--- config.mk ---
export PLATFORM = sky130hd
export DESIGN_NAME = psram_host
export DESIGN_NICKNAME = d
export VERILOG_FILES = /design/src/hdl/psram_host_pkg.sv /design/src/hdl/psram_wait_if.sv /design/src/hdl/psram_wait_timer.sv /design/src/hdl/psram_host.sv
export VERILOG_INCLUDE_DIRS = /design/src /design/src/hdl
export SDC_FILE = /design/constraint.sdc
export NUM_CORES = 1
export LEC_CHECK = 0
export BUFFER_PORTS_ARGS = -buffer_cell sky130_fd_sc_hd__buf_2
export CORE_ASPECT_RATIO = 2
export CORE_MARGIN = 5
export CORE_UTILIZATION = 40
export CTS_CLUSTER_DIAMETER = 60
export DETAILED_ROUTE_END_ITERATION = 12
export PLACE_DENSITY_LB_ADDON = 0.1
export SETUP_SLACK_MARGIN = 0.3
export SYNTH_ARGS = -nofsm -noshare
export SYNTH_HDL_FRONTEND = slang
export SYNTH_SLANG_ARGS = --single-unit
--- constraint.sdc ---
create_clock -name clk -period 3.8 [get_ports clk]
set_input_delay 0.76 -clock clk [delete_from_list [all_inputs] [get_ports clk]]
set_output_delay 0.76 -clock clk [all_outputs]
set_load 0.03 [all_outputs]
--- src/hdl/psram_host_regs.svh ---
// timing counts and fixed codes for the pseudo-static ram host controller
// assumes a single 40 mhz clock; every count is derived here from its time
`ifndef PSRAM_HOST_REGS_SVH
`define PSRAM_HOST_REGS_SVH

// ------------------------------------------------------------------
// clock and power-up timing
// ------------------------------------------------------------------
`define CLK_MHZ                           40
`define PWR_LOW_US                        50
`define SELECT_HIGH_TO_STANDBY_RELEASE_NS 0
`define RELEASE_TO_FIRST_SELECT_HOLD_US   200
`define PWR_LOW_CYC      (`PWR_LOW_US * `CLK_MHZ)
`define HOLD_CYC         (`RELEASE_TO_FIRST_SELECT_HOLD_US * `CLK_MHZ)

// ------------------------------------------------------------------
// access timing, least times rounded up
// ------------------------------------------------------------------
`define ACC_NS           90
`define PAGE_NS          40
`define ACC_CYC          ((`ACC_NS * `CLK_MHZ + 999) / 1000)
`define PAGE_CYC         ((`PAGE_NS * `CLK_MHZ + 999) / 1000)

// ------------------------------------------------------------------
// mode register entry
// ------------------------------------------------------------------
`define TOP_ADDR         21'h1fffff
`define MR_FIRST_DATA    16'h0000
`define MR_BASE_DATA     16'h0004
`define PAGE_LSB         3
`define DENSITY_NONE     2'h3

`endif

--- src/hdl/psram_host_pkg.sv ---
// types of the pseudo-static ram host controller
// assumes the timing header is included by the modules that need counts
package psram_host_pkg;

  // ------------------------------------------------------------------
  // controller states
  // ------------------------------------------------------------------
  typedef enum logic [6:0] {
    S_PWR_LOW   = 7'h01,
    S_PWR_HOLD  = 7'h02,
    S_IDLE      = 7'h04,
    S_ACCESS    = 7'h08,
    S_PAGE_WAIT = 7'h10,
    S_RECOVER   = 7'h20,
    S_SLEEP     = 7'h40
  } state_type;

  typedef struct packed {
    state_type   state;
    logic        tmArmed;
    logic [20:0] addr;
    logic [15:0] dout;
    logic        dqOe;
    logic        csN;
    logic        oeN;
    logic        weN;
    logic        lbN;
    logic        hbN;
    logic        standby;
    logic        isWrite;
    logic        isPage;
    logic        rspValid;
    logic [15:0] rspData;
    logic        progActive;
    logic [1:0]  progIdx;
    logic [1:0]  progCode;
    logic [1:0]  density;
    logic        densityValid;
  } host_type;

  typedef struct packed {
    logic [13:0] left;
  } timer_type;

endpackage

--- src/hdl/psram_wait_if.sv ---
// load and done handshake between the controller and its wait timer
// assumes both ends share the controller clock
`timescale 1ns/1ps
interface psram_wait_if;
  logic        load;
  logic [13:0] count;
  logic        done;

  modport ctrl  (output load, output count, input done);
  modport timer (input load, input count, output done);
endinterface

--- src/hdl/psram_wait_timer.sv ---
// down counter: load n, done is high in the n-th cycle after the load
// assumes n is at least one; a load while running restarts the count
`timescale 1ns/1ps
module psram_wait_timer (
  input  wire logic     clk,
  input  wire logic     rst_n,
  psram_wait_if.timer   wt
);

  psram_host_pkg::timer_type r_ff;
  psram_host_pkg::timer_type nxt_r;

  always_comb begin
    nxt_r = r_ff;
    if (wt.load) begin
      nxt_r.left = wt.count;
    end else if (r_ff.left != 14'h0) begin
      nxt_r.left = r_ff.left - 14'h1;
    end
  end

  always_ff @(posedge clk or negedge rst_n) begin
    if (!rst_n) begin
      r_ff <= '0;
    end else begin
      r_ff <= nxt_r;
    end
  end

  assign wt.done = (r_ff.left == 14'h1);

endmodule

--- src/hdl/psram_host.sv ---
// host controller for a 2m x 16 pseudo-static ram with standby pin
// assumes pin inputs are synchronous to clk and the device sits on the pins
`timescale 1ns/1ps
`include "psram_host_regs.svh"

module psram_host #(
  parameter logic [13:0] holdCycles = 14'(`HOLD_CYC)
) (
  input  wire logic        clk,
  input  wire logic        rst_n,
  // user side
  input  wire logic        reqValid,
  output wire logic        reqReady,
  input  wire logic        reqWrite,
  input  wire logic [20:0] reqAddr,
  input  wire logic [15:0] reqData,
  input  wire logic [1:0]  reqByteEn,
  output wire logic        rspValid,
  output wire logic [15:0] rspData,
  input  wire logic        densityReq,
  input  wire logic [1:0]  densityCode,
  input  wire logic        sleepReq,
  input  wire logic        wakeReq,
  output wire logic        cmdReady,
  output wire logic        initDone,
  output wire logic        sleeping,
  output wire logic        densityValid,
  // device pins
  output wire logic [20:0] addrPin,
  output wire logic [15:0] dqOut,
  output wire logic        dqOe,
  input  wire logic [15:0] dqIn,
  output wire logic        csN,
  output wire logic        oeN,
  output wire logic        weN,
  output wire logic        low_byte_sel_n,
  output wire logic        high_byte_sel_n,
  output wire logic        standbyCtl
);

  // ------------------------------------------------------------------
  // state, timer and helpers
  // ------------------------------------------------------------------
  psram_host_pkg::host_type r_ff;
  psram_host_pkg::host_type nxt_r;
  psram_wait_if             wt ();

  psram_wait_timer u_timer (
    .clk   (clk),
    .rst_n (rst_n),
    .wt    (wt)
  );

  function automatic logic samePage(input logic [20:0] a, input logic [20:0] b);
    samePage = (a[20:`PAGE_LSB] == b[20:`PAGE_LSB]);
  endfunction

  // open one bus cycle; select stays low across a page
  function automatic psram_host_pkg::host_type startAccess(
    input psram_host_pkg::host_type s,
    input logic                     wr,
    input logic [20:0]              a,
    input logic [15:0]              d,
    input logic [1:0]               be,
    input logic                     page
  );
    psram_host_pkg::host_type t;
    t         = s;
    t.state   = psram_host_pkg::S_ACCESS;
    t.addr    = a;
    t.dout    = d;
    t.isWrite = wr;
    t.isPage  = page;
    // a page continuation starts while the previous answer pulse is still up
    t.rspValid = 1'b0;
    t.csN     = 1'b0;
    t.oeN     = wr;
    t.weN     = !wr;
    t.dqOe    = wr;
    t.lbN     = !be[0];
    t.hbN     = !be[1];
    startAccess = t;
  endfunction

  logic pageHit;
  assign pageHit = (r_ff.state == psram_host_pkg::S_PAGE_WAIT) && reqValid && !reqWrite
                   && samePage(reqAddr, r_ff.addr);

  assign reqReady = ((r_ff.state == psram_host_pkg::S_IDLE) && !densityReq && !sleepReq)
                    || pageHit;
  assign cmdReady = (r_ff.state == psram_host_pkg::S_IDLE) ||
                    (r_ff.state == psram_host_pkg::S_SLEEP);

  // ------------------------------------------------------------------
  // next state
  // ------------------------------------------------------------------
  always_comb begin
    logic [15:0] progData;
    progData    = `MR_BASE_DATA | {14'h0, r_ff.progCode};
    nxt_r       = r_ff;
    nxt_r.rspValid = 1'b0;
    wt.load     = 1'b0;
    wt.count    = 14'h1;
    unique case (r_ff.state)
      psram_host_pkg::S_PWR_LOW: begin
        nxt_r.standby = 1'b0;
        nxt_r.csN     = 1'b1;
        if (!r_ff.tmArmed) begin
          nxt_r.tmArmed = 1'b1;
          wt.load       = 1'b1;
          wt.count      = 14'(`PWR_LOW_CYC);
        end else if (wt.done) begin
          // select is already high, so the release separation is met
          nxt_r.standby = 1'b1;
          nxt_r.state   = psram_host_pkg::S_PWR_HOLD;
          wt.load       = 1'b1;
          wt.count      = holdCycles;
        end
      end
      psram_host_pkg::S_PWR_HOLD: begin
        if (wt.done) begin
          nxt_r.state = psram_host_pkg::S_IDLE;
        end
      end
      psram_host_pkg::S_IDLE: begin
        if (densityReq) begin
          nxt_r            = startAccess(r_ff, 1'b0, `TOP_ADDR, 16'h0, 2'h3, 1'b0);
          nxt_r.progActive = 1'b1;
          nxt_r.progIdx    = 2'h0;
          nxt_r.progCode   = densityCode;
        end else if (sleepReq && r_ff.densityValid) begin
          nxt_r.standby = 1'b0;
          nxt_r.state   = psram_host_pkg::S_SLEEP;
        end else if (reqValid && !sleepReq) begin
          // a refused sleep keeps ready low, so no request may slip in then
          nxt_r = startAccess(r_ff, reqWrite, reqAddr, reqData, reqByteEn, 1'b0);
        end
      end
      psram_host_pkg::S_ACCESS: begin
        if (wt.done) begin
          nxt_r.weN = 1'b1;
          if (!r_ff.isWrite && !r_ff.progActive) begin
            nxt_r.rspValid = 1'b1;
            nxt_r.rspData  = dqIn;
            nxt_r.state    = psram_host_pkg::S_PAGE_WAIT;
          end else begin
            nxt_r.state = psram_host_pkg::S_RECOVER;
          end
          if (r_ff.progActive) begin
            nxt_r.progIdx = r_ff.progIdx + 2'h1;
          end
        end
      end
      psram_host_pkg::S_PAGE_WAIT: begin
        // one cycle to continue the page; anything else closes it
        if (pageHit) begin
          nxt_r = startAccess(r_ff, 1'b0, reqAddr, 16'h0, reqByteEn, 1'b1);
        end else begin
          nxt_r.state = psram_host_pkg::S_RECOVER;
        end
      end
      psram_host_pkg::S_RECOVER: begin
        nxt_r.csN  = 1'b1;
        nxt_r.oeN  = 1'b1;
        nxt_r.weN  = 1'b1;
        nxt_r.dqOe = 1'b0;
        nxt_r.state = psram_host_pkg::S_IDLE;
        if (r_ff.progActive && r_ff.csN) begin
          if (r_ff.progIdx == 2'h0) begin
            nxt_r.progActive   = 1'b0;
            nxt_r.density      = r_ff.progCode;
            nxt_r.densityValid = 1'b1;
          end else begin
            nxt_r = startAccess(r_ff, r_ff.progIdx[1], `TOP_ADDR,
                                (r_ff.progIdx == 2'h2) ? `MR_FIRST_DATA : progData,
                                2'h3, 1'b0);
          end
        end else if (r_ff.progActive) begin
          nxt_r.state = psram_host_pkg::S_RECOVER;
        end
      end
      psram_host_pkg::S_SLEEP: begin
        if (wakeReq) begin
          if (r_ff.density == `DENSITY_NONE) begin
            nxt_r.state   = psram_host_pkg::S_PWR_LOW;
            nxt_r.tmArmed = 1'b0;
          end else begin
            nxt_r.standby = 1'b1;
            nxt_r.state   = psram_host_pkg::S_IDLE;
          end
        end
      end
    endcase
    if ((nxt_r.state == psram_host_pkg::S_ACCESS) &&
        (r_ff.state != psram_host_pkg::S_ACCESS)) begin
      wt.load  = 1'b1;
      wt.count = nxt_r.isPage ? 14'(`PAGE_CYC) : 14'(`ACC_CYC);
    end
  end

  always_ff @(posedge clk or negedge rst_n) begin
    if (!rst_n) begin
      r_ff         <= '0;
      r_ff.state   <= psram_host_pkg::S_PWR_LOW;
      r_ff.csN     <= 1'b1;
      r_ff.oeN     <= 1'b1;
      r_ff.weN     <= 1'b1;
      r_ff.lbN     <= 1'b1;
      r_ff.hbN     <= 1'b1;
    end else begin
      r_ff <= nxt_r;
    end
  end

  // ------------------------------------------------------------------
  // outputs
  // ------------------------------------------------------------------
  assign addrPin         = r_ff.addr;
  assign dqOut           = r_ff.dout;
  assign dqOe            = r_ff.dqOe;
  assign csN             = r_ff.csN;
  assign oeN             = r_ff.oeN;
  assign weN             = r_ff.weN;
  assign low_byte_sel_n  = r_ff.lbN;
  assign high_byte_sel_n = r_ff.hbN;
  assign standbyCtl      = r_ff.standby;
  assign rspValid        = r_ff.rspValid;
  assign rspData         = r_ff.rspData;
  assign initDone        = !(r_ff.state inside {psram_host_pkg::S_PWR_LOW,
                                                psram_host_pkg::S_PWR_HOLD});
  assign sleeping        = (r_ff.state == psram_host_pkg::S_SLEEP);
  assign densityValid    = r_ff.densityValid;

  // ------------------------------------------------------------------
  // checks
  // ------------------------------------------------------------------
  int   lowCycles;
  logic inHold;
  logic inLow;
  logic [13:0] holdCnt_ff;
  logic [13:0] lowCnt_ff;
  assign lowCycles = `PWR_LOW_CYC;
  assign inHold = (r_ff.state == psram_host_pkg::S_PWR_HOLD);
  assign inLow  = (r_ff.state == psram_host_pkg::S_PWR_LOW);

  always_ff @(posedge clk or negedge rst_n) begin
    if (!rst_n) begin
      holdCnt_ff <= 14'h0;
      lowCnt_ff  <= 14'h0;
    end else begin
      holdCnt_ff <= inHold ? holdCnt_ff + 14'h1 : (inLow ? 14'h0 : holdCnt_ff);
      lowCnt_ff  <= inLow ? lowCnt_ff + 14'h1 : (inHold ? lowCnt_ff : 14'h0);
    end
  end
endmodule

### After elaboration in Yosys (flattened, before gate mapping)

Cells that the tools add are included.

* register bits: 93
* bits of input ports: 64
* output and inout port bits: 66
* logic and storage cells: 151

* add/sub/neg operators: 2
* equal/unequal tests: 27
* mux-type cells: 55
* bitwise operators: 3
* reductions and logical operators: 43

Operators with widths (count)
* 79-bit 2-to-1 mux: 2
* 38-bit case mux with 3 select lines: 1
* 72-bit 2-to-1 mux: 1
* 71-bit 2-to-1 mux: 1
* 14-bit 2-to-1 mux: 5
* 68-bit 2-to-1 mux: 1
* 17-bit case mux with 4 select lines: 1
* 7-bit case mux with 7 select lines: 1
* 44-bit 2-to-1 mux: 1
* 7-bit 2-to-1 mux: 6
* 17-bit 2-to-1 mux: 2
* 27-bit 2-to-1 mux: 1
* 6-bit AND reduction: 4
* 18-bit equality test: 1
* 6-bit 2-to-1 mux: 3
* 2-bit inequality test, second input constant: 9
* 5-bit case mux with 3 select lines: 1
* 5-bit AND reduction: 3
* 14-bit by 1-bit equality test with 1-bit output, second input constant: 1
* 7-bit by 4-bit equality test with 1-bit output, second input constant: 2
* 14-bit nonzero test: 1
* 14-bit by 1-bit subtractor with 14-bit output, second input constant: 1
* 13-bit 2-to-1 mux: 1
* 3-bit 2-to-1 mux: 4
* 30 further kinds: 76

### Longest topological paths before layout

Gate-level depths: netlist of the first run.

* depth in word-level cells: 10
* gate-level depth with buffers: 9
* gate-level depth less buffers: 8

### By module

Synthesis of the first run repeated with hierarchy kept, for this count alone.

* cells, all modules: 546
* area total of the unflattened synthesis: 5126.2 µm²

By module, submodules not included
* psram_host: times used 1, cells each 448, area an instance 4241.6 µm²
* psram_wait_timer: times used 1, cells each 98, area an instance 884.6 µm²

### Worst setup path after synthesis of the first run

OpenSTA, ideal clock, no wires.

* path type: register to output
* from: register r_ff[78] (netlist bit)
* to: output port reqReady
* data arrival time: 2174 ps
* path slack: 866 ps
* stages on the path, launching flop included: 5
* buffers on the path: 1
* cell sequence: dfrtp_1 -> or4_4 -> or3_1 -> buf_2 -> o31ai_1

* word-level cells in the longest chain between the ends: 5
* elaborated cells between the ends (all ways): 8

RTL lines
* start, declared: line psram_host.sv:44 `psram_host_pkg::host_type r_ff;`
* start signal, assigned: line psram_host.sv:211 `r_ff <= nxt_r;`
* 7-bit by 5-bit equality test with 1-bit output: line psram_host.sv:86 `assign pageHit = (r_ff.state == psram_host_pkg::S_PAGE_WAIT) && reqValid && !reqWrite`
* 1-bit logical AND (2 in a row): line psram_host.sv:86
* 1-bit logical AND: line psram_host.sv:87 `&& samePage(reqAddr, r_ff.addr);`
* 1-bit logical OR (*): line psram_host.sv:90 `|| pageHit;`
* end, declared: line psram_host.sv:13 `output wire logic reqReady,`

Mark *: on every way between the ends. The rest lies on a longest branch, timed or not.

### Worst setup path after layout of the first run

* from: register r_ff[76] (netlist bit)
* to: output port reqReady

Same word-level chain as after synthesis.

==> flow_summary_export.csv, run 1 <==
group,metric,value,unit
outcome,status,"complete, no violations",
drt,routedWlPerCell,17.24,um
critical_path,end_kind,"output port",
floorplan,die_area,15580,sq um
timing,clock_skew,0.009779,ns
yosys,syn_nets,587,
pwr,p_per_area,352.1,nW/um^2
drt,vias,3996,
timing,finalSetupViolations,0,
layout,syn_to_final_growth,14.47,%
pwr,p_leak,2.910,nW
grt,antenna_found_initial,0,
timing,fin_tns_setup,0,ns
clock_network,cts_tree,"yes",
critical_path,crit_buf_inv,1,
critical_path,cp.required,3.04,ns
layout,final_nets,664,
grt,grt_pass1_wl,20.84,mm
place,routabilityCongestion,0.8613,
drt,remaining_drc_errors,0,
place,pre_cts_ws,0.5303,ns
yosys,ys_seq_area_frac,0.4422,
floorplan,ioPinCount,130,
timing,hold_ws,0.4153,ns
worst_hold_path,hold_path_class,"input pin to async pin",
clock_network,clock_sinks,92,
place,portBuffers,129,
clock_network,cts_hold_buffers,0,
yosys,syn_inst,517,
timing,timing.final.crit_period,3.240,ns
grt,grt_pass1_vias,4098,
yosys,synth_edf_count,0,
layout,final_util,0.4629,
critical_path,slowest_stage,"or4_4",
clock_network,cts_setup_buffers,0,
critical_path,critPathMaxStageDelay,0.60,ns
timing,period_share,0.8527,
layout,drive_gt1_frac,0.3289,
grt,grt_usage,0.1669,
place,dp_cells,735,
run,cap_violations,0,
yosys,syn_area,5224,sq um
timing,max_freq,0.3086,GHz
timing,maxSlewHeadroom,0.3979,
timing,rsz0062_at_grt,"false",
clock_network,cts_resized,0,
clock_network,htreeDepth,3,
critical_path,cp_top_family,"simple AND/OR/NAND/NOR gates",
drt,antenna_left,0,
floorplan,die_w,90.81,um
critical_path,path_cells,"or4_4 > or3_1 > o31ai_1 > buf_2",
pwr,irDropWorstVdd,0.0002268,V
grt,overflow,0,
yosys,yosysUniqueCellTypes,54,
yosys,synthArstFlopShare,1.000,
critical_path,critPathLaunchType,"register",
layout,final_cells,751,
timing,drv_slew,0,
grt,grt_max_degree,47,
drt,first_pass_iters,4,
yosys,avgSynthCellArea,10.10,sq um
critical_path,cp.arrival,2.48,ns
floorplan,start_util,0.4044,
clock_network,clk_pin_slew_worst_paths,0.07,ns
layout,diodes,0,
timing,worstMarginPinSlew,0.8949,ns
critical_path,critPathKind,"register to output port",
floorplan,rows,59,
place,place_hpwl,9.825,mm
drt,vias_per_cell,5.321,
clock_network,clk_path_buf_depth,2,
floorplan,die_h,171.6,um
critical_path,path_max_fanout,11,
clock_network,clock_latency,0.35,ns
floorplan,core,12920,sq um
drt,finalWirelength,12.95,mm
yosys,yosysWarnings,0,
clock_network,root_buffer,"clkbuf_16",
timing,hold_viol_final,0,
yosys,synth_seq_cells,92,
timing,fin_ws,0.5599,ns
yosys,synth-main-ff-cell,"dfrtp_1",
clock_network,cts_buffers,9,
drt,drt_iter0_markers,206,
## area by class of cell
class                      count  area (sq um)
tap                          152         190.2
timing repair buffer         141         750.7
clock inverter                 5         83.83
multi-input combinational    324          2295
clock buffer                  11         252.7
sequential                    92          2310
inverter                      26         97.59
fill                        1237          6939
## worst reg2reg max path: stages, from the launching register on
cell and delay [ns]:
dfrtp_1 0.52, or4_4 0.60, or3_1 0.48, a211oi_2 0.32, and3_2 0.48, buf_4 0.24, mux2i_1 0.19
## synth_stat cells (6+ instances only)
cell       n  area (sq um)
buf_4     54         405.4
nor4_1    11         68.82
nand2_1   36         135.1
xnor2_1    6         52.55
ha_1       6         75.07
o22a_1    22         192.7
nor2_1    27         101.4
mux2i_1   16         160.2
inv_1     26         97.59
nor3_1    11         55.05
nand3_1   18         90.09
a31oi_1    7         43.79
nand2b_1   6         37.54
xor2_1    26         227.7
a21oi_1   18         90.09
dfstp_2    6         157.7
o211ai_1   6         45.04
dfrtp_1   86          2152
mux2_2    23         259.0
clkbuf_1  14         52.55
and3_1     6         37.54
o21a_1    21         157.7
## metal layers
| metal | vias to the layer above | global-route usage | wire (um) |
|---|---|---|---|
| met4 | 0 | 0.06450 | 312 |
| met3 | 17 | 0.03939 | 625 |
| met2 | 111 | 0.3191 | 7336 |
| met1 | 1941 | 0.1732 | 4675 |
| met5 | - | 0 | 0 |
| li1 | 1927 | - | - |
## flip-flops by register name, indices dropped and copies added, names as in the netlist, 14 cells and up
| register | cells |
|---|---|
| r_ff | 16 |
| u_timer.r_ff | 14 |
| addrPin | 21 |
| rspData | 16 |
| dqOut | 16 |
## metrics by stage
step,area (sq um),power (mW)
6_report,5979,2.105
5_1_grt,5979,2.176
4_1_cts,5979,2.129
3_5_place_dp,5643,1.113
3_3_place_gp,5643,1.111
2_1_floorplan,5224,1.041
## power breakdown
group	total, mW	switching, mW	internal [mW]
Clock	1.01	0.400	0.614
Sequential	0.982	0.00167	0.981
Combinational	0.109	0.0605	0.0486
Total	2.11	0.462	1.64
## cells by family after synthesis
family | Yosys count | synth area share
AOI/OAI and AO/OA | 100 | 0.1394
xor gates and xnor gates | 32 | 0.05365
buffers and inverters | 101 | 0.1198
and+or+nand+nor | 145 | 0.1461
muxes | 41 | 0.08455
adders and majority gates | 6 | 0.01437
DFF | 92 | 0.4422
## final timing paths
path                       cells after the start      from               end  slack [ns]
setup / recovery                               4  r_ff[76]          reqReady        0.56
hold / removal                                 1     rst_n  u_timer.r_ff[10]        0.42
setup reg to reg                               6  r_ff[76]         dqOut[10]        0.89
hold reg to reg                                2       weN               weN        0.47
max in group asynchronous                      2     rst_n               oeN        2.56
min in group clk                               2       weN               weN        0.47
## cell usage in the layout, fill, tap and decap left out, drive strengths merged, types with 6 or more instances in the layout
cell type,count
mux2i,16
o22a,22
o21a,21
inv,26
nor3,14
nand3,18
a31oi,7
and3,6
mux2,25
buf,141
nand2b,6
nand2,36
a21oi,18
xnor2,6
dfrtp,86
ha,6
nor4,11
xor2,26
o211ai,6
clkbuf,11
dfstp,6
nor2,27
(Power assumes the default switching activity.)
==> run 2, diff against run 1 <==
- ABC_AREA: default -> 1
==> flow_summary_export.csv, run 2 <==
group,metric,value,unit
critical_path,critPathLaunchType,"register",
critical_path,cp.arrival,2.09,ns
critical_path,critPathKind,"register to output port",
critical_path,cp.required,3.04,ns
drt,vias_per_cell,4.932,
timing,hold_viol_final,0,
drt,remaining_drc_errors,0,
clock_network,cts_tree,"yes",
critical_path,end_kind,"output port",
pwr,seqPwrFrac,0.468,
outcome,status,"complete, no violations",
yosys,synth_seq_cells,92,
layout,layout_commonest_cell,"nand2_1",
yosys,synth_edf_count,0,
grt,overflow,0,
pwr,irDropWorstVdd,0.0001937,V
drt,routedWlPerCell,14.94,um
yosys,yosysUniqueCellTypes,40,
pwr,clock_power_share,0.475,
layout,final_nets,899,
clock_network,cts_resized,0,
yosys,yosysMostFrequentCell,"nand2_1",
floorplan,start_util,0.4079,
timing,rsz0062_at_grt,"false",
timing,maxSlewHeadroom,0.4403,
clock_network,clk_path_buf_depth,2,
pwr,switchingPower,0.4673,mW
timing,finalSetupViolations,0,
pwr,p_comb_frac,0.057,
layout,drive_gt1_frac,0.2206,
pwr,switching_share,0.2234,
timing,drv_slew,0,
yosys,syn_inst,752,
timing,period_share,0.7501,
run,cap_violations,0,
yosys,syn_area,5482,sq um
timing,clock_skew,0.01179,ns
clock_network,cts_buffers,9,
floorplan,rows,60,
yosys,synth_top_area_frac,0.3926,
layout,syn_to_final_growth,13.56,%
floorplan,die_h,175.6,um
place,portBuffers,129,
timing,timing.final.crit_period,2.850,ns
floorplan,die_area,16290,sq um
yosys,avgSynthCellArea,7.289,sq um
yosys,yosysWarnings,0,
grt,grt_pass1_wl,24.11,mm
place,pre_cts_ws,0.9154,ns
drt,first_pass_iters,4,
grt,grt_pass1_vias,5096,
place,routabilityCongestion,0.9117,
pwr,p_int,1.625,mW
grt,antenna_found_initial,0,
worst_hold_path,hold_path_class,"register to register",
clock_network,clock_sinks,92,
grt,grt_max_degree,64,
floorplan,core,13440,sq um
layout,largest_reg_flops,21,
critical_path,path_max_fanout,6,
place,place_hpwl,11.63,mm
layout,diodes,0,
drt,antenna_left,0,
floorplan,ioPinCount,130,
drt,drt_iter0_markers,165,
pwr,p_per_area,336.1,nW/um^2
layout,final_util,0.4632,
timing,fin_tns_setup,0,ns
yosys,ys_seq_area_frac,0.4214,
clock_network,clock_latency,0.34,ns
timing,worstMarginPinSlew,0.8375,ns
clock_network,htreeDepth,3,
clock_network,root_buffer,"clkbuf_16",
grt,grt_usage,0.1854,
clock_network,cts_hold_buffers,0,
yosys,ys_top_cells_by_area,"dfrtp_1 39%, nand2_1 16%, buf_4 7.4%",
yosys,synth_top_cell_by_area,"dfrtp_1",
drt,vias,4878,
layout,final_cell_mix,"230 x nand2_1, 128 x buf_2, 108 x inv_1, 86 x dfrtp_1, 55 x nor2_1",
clock_network,clk_pin_slew_worst_paths,0.06,ns
pwr,p_leak,3.402,nW
yosys,synth_common_cells,"230 x nand2_1, 108 x inv_1, 86 x dfrtp_1, 55 x nor2_1, 54 x buf_4",
yosys,synthArstFlopShare,1.000,
yosys,syn_nets,822,
clock_network,cts_setup_buffers,0,
yosys,synth-main-ff-cell,"dfrtp_1",
drt,finalWirelength,14.77,mm
floorplan,die_w,92.78,um
timing,fin_ws,0.9498,ns
timing,max_freq,0.3508,GHz
==> run 2: changes by cell type after synthesis, moves of 12 or more <==
cell,delta
nor2_1,+28
xor2_1,-20
o21ai_0,+38
o22a_1,-22
mux2_2,-23
a21oi_1,+12
inv_1,+82
o21a_1,-20
o21ai_1,+20
mux2i_1,-16
nand2_1,+194
==> run 2: routing by layer <==
layer / share of wire / vias up / track usage
met5: 0 / - / 0
met4: 0.042 / 0 / 0.09786
met3: 0.049 / 38 / 0.02872
met2: 0.53 / 155 / 0.3488
met1: 0.38 / 2236 / 0.1918
li1: - / 2449 / -
==> run 2: worst paths after layout <==
check / startpoint / endpoint / slack (ns) / depth (start not counted)
max in group asynchronous: rst_n / r_ff[72] / 2.48 / 2
hold / removal: rspData[9] / rspData[9] / 0.46 / 2
hold reg to reg: rspData[9] / rspData[9] / 0.46 / 2
setup / recovery: r_ff[77] / reqReady / 0.95 / 8
setup reg to reg: r_ff[74] / addrPin[2] / 1.21 / 10
min in group asynchronous: rst_n / addrPin[10] / 0.49 / 1
==> run 2: layout make-up <==
class                   instances  area [sq um]
clock buffers                  10         239.0
flip-flops and latches         92          2310
inverters                     114         427.9
multi-input cells             475          2252
clock inverters                 6         93.84
fillers                      1409          7213
repair buffers                137         708.2
well taps                     155         193.9
==> run 2: cell families after synthesis <==
kind of cell	share of synthesized area
AND/OR/NAND/NOR	0.2689
buffers and inverters	0.1678
AO/OA/AOI/OAI	0.1123
flip-flops	0.4214
XOR/XNOR	0.01598
adder cells (fa/ha/maj)	0.01370
==> run 2: worst max-delay path: stages, from the launching register on <==
cell,delay (ns)
dfrtp_1,0.42
nor2_2,0.17
nand2_1,0.17
inv_2,0.12
nand4_2,0.19
inv_2,0.15
nand2_1,0.10
o21ai_0,0.20
buf_2,0.24
==> run 2: power by group through the flow <==
stage | sequential (mW) | combinational, mW | clock (mW)
after floorplan | 0.998 | 0.0458 | 0
after detailed placement | 0.998 | 0.121 | 0
after global placement | 0.998 | 0.120 | 0
after global routing | 0.978 | 0.138 | 1.06
final | 0.979 | 0.118 | 0.995
after CTS | 0.979 | 0.121 | 1.03
==> run 2: metrics by stage <==
step	instances	power, mW	hold WS (ns)	area, sq um
finish	989	2.092	0.4642	6225
global route	989	2.177	0.4918	6225
CTS	989	2.131	0.4706	6225
detailed placement	973	1.118	0.4538	5892
global placement	973	1.117	0.4515	5892
floorplan	752	1.044	0.4431	5482
==> run 3, diff against run 2 <==
- clock period: 3.8 -> 2.4 ns (I/O delays scaled with it)
==> flow_summary_export.csv, run 3 (synthesis results as in run 2) <==
group,metric,value,unit
grt,grt_pass1_vias,5202,
drt,first_pass_iters,4,
outcome,status,"complete, no violations",
layout,n_fill_cell,1332,
grt,antenna_found_initial,0,
run,cap_violations,0,
layout,drive_gt1_frac,0.3062,
place,routabilityCongestion,0.9096,
layout,layout_commonest_cell,"nand2_1",
layout,largest_reg_flops,21,
layout,final_nets,937,
timing,finalSetupViolations,0,
timing,maxSlewHeadroom,0.7663,
place,portBuffers,129,
clock_network,clock_latency,0.34,ns
critical_path,cp.arrival,1.62,ns
grt,grt_max_degree,48,
critical_path,worstRegToRegCells,12,
critical_path,reg2reg_from,"addrPin[12]",
floorplan,die_h,175.6,um
drt,remaining_drc_errors,0,
timing,hold_viol_final,0,
critical_path,cp.required,1.92,ns
timing,drv_slew,0,
grt,grt_usage,0.1889,
floorplan,start_util,0.4079,
critical_path,critPathLaunchType,"register",
layout,diodes,0,
drt,vias_per_cell,4.971,
timing,rsz0062_at_grt,"true",
floorplan,rows,60,
drt,drt_iter0_markers,225,
place,place_hpwl,11.39,mm
drt,routedWlPerCell,15.22,um
floorplan,ioPinCount,130,
timing,worstMarginPinSlew,0.3473,ns
timing,clock_skew,0.01371,ns
grt,overflow,0,
critical_path,critPathKind,"register to output port",
timing,fin_tns_setup,0,ns
floorplan,die_area,16290,sq um
critical_path,r2r_slack,0.35,ns
floorplan,die_w,92.78,um
timing,timing.final.crit_period,2.097,ns
drt,antenna_left,0,
clock_network,htreeDepth,3,
layout,final_cell_mix,"209 x nand2_1, 125 x buf_2, 98 x inv_1, 82 x dfrtp_1, 49 x nor2_1",
clock_network,root_buffer,"clkbuf_16",
worst_hold_path,hold_path_class,"input pin to async pin",
grt,grt_pass1_wl,24.81,mm
critical_path,r2r-end,"addrPin[0]",
clock_network,cts_tree,"yes",
pwr,p_leak,3.629,nW
critical_path,end_kind,"output port",
drt,vias,5105,
floorplan,core,13440,sq um
clock_network,clk_path_buf_depth,2,
layout,syn_to_final_growth,24.54,%
clock_network,clk_pin_slew_worst_paths,0.07,ns
pwr,p_per_area,468.9,nW/um^2
critical_path,path_max_fanout,3,
timing,period_share,0.8736,
drt,finalWirelength,15.63,mm
clock_network,clock_sinks,92,
pwr,irDropWorstVdd,0.0003167,V
layout,final_util,0.5080,
timing,max_freq,0.4770,GHz
clock_network,cts_buffers,9,
==> run 3: changes by cell type in the layout (fill, tap and decap cells not counted), sizes merged <==
cell | before | now
buf | 137 | 172
clkbuf | 10 | 13
clkinvlp | 1 | 3
bufinv | 2 | 1
inv | 117 | 116
==> run 3: layer usage <==
layer / track usage / wire [um] / share of wire / up-vias
met5: 0 / 0 / 0 / -
met4: 0.08746 / 506 / 0.032 / 0
met3: 0.03429 / 839 / 0.054 / 33
met2: 0.3470 / 8433 / 0.54 / 158
met1: 0.2055 / 5847 / 0.37 / 2384
li1: - / - / - / 2530
==> run 3: worst max path at each step <==
stage	slack [ns]	to	startpoint	cells past startpoint
after floorplan	0.42	reqReady	r_ff[77]	7
after global placement	0.20	u_timer.r_ff[4]	r_ff[73]	13
after detailed placement	0.19	u_timer.r_ff[4]	reqAddr[9]	15
after CTS	0.28	reqReady	r_ff[77]	8
after global routing	0.22	reqReady	addrPin[14]	9
final	0.30	reqReady	r_ff[78]	8
==> run 3: what timing repair did <==
action	4_1_cts	5_1_grt
cloned	0	3
pin swaps	7	20
buffers inserted	12	17
gates resized for setup	23	60
endpoints found under the setup margin	49	79
hold buffers	0	0
==> run 3: area by class of cell <==
class / count / area [sq um] / share of cell area
Multi-Input combinational cell: 475 / 2436 / 0.3569
Sequential cell: 92 / 2315 / 0.3391
Clock inverter: 6 / 70.07 / 0.01026
Inverter: 114 / 435.4 / 0.06378
Timing Repair Buffer: 175 / 1147 / 0.1681
Tap cell: 155 / 193.9 / 0.02841
Clock buffer: 10 / 229.0 / 0.03354
==> run 3: critical path, stage by stage, from the launching register on <==
cell	delay (ns)
dfrtp_1	0.42
nor2_4	0.16
nand2_4	0.08
inv_4	0.07
nand4_4	0.08
inv_2	0.10
nand2_4	0.06
o21ai_4	0.14
buf_6	0.15
==> run 3: power by group <==
part	internal, mW	total, mW	switching (mW)
Sequential	1.55	1.55	0
Clock	0.816	1.44	0.629
Combinational	0.0769	0.206	0.129
==> run 3: metrics by stage <==
stage | worst slack [ns] | power [mW] | std cells | hold WS [ns] | area, sq um
5_1_grt | 0.2207 | 3.321 | 1027 | 0.03456 | 6827
4_1_cts | 0.2846 | 3.227 | 1007 | 0.01792 | 6434
2_1_floorplan | 0.4225 | 1.653 | 752 | 0.1844 | 5482
6_report | 0.3034 | 3.201 | 1027 | 0.01750 | 6827
3_5_place_dp | 0.1895 | 1.778 | 979 | 0.3890 | 5962
3_3_place_gp | 0.2024 | 1.777 | 979 | 0.3900 | 5962
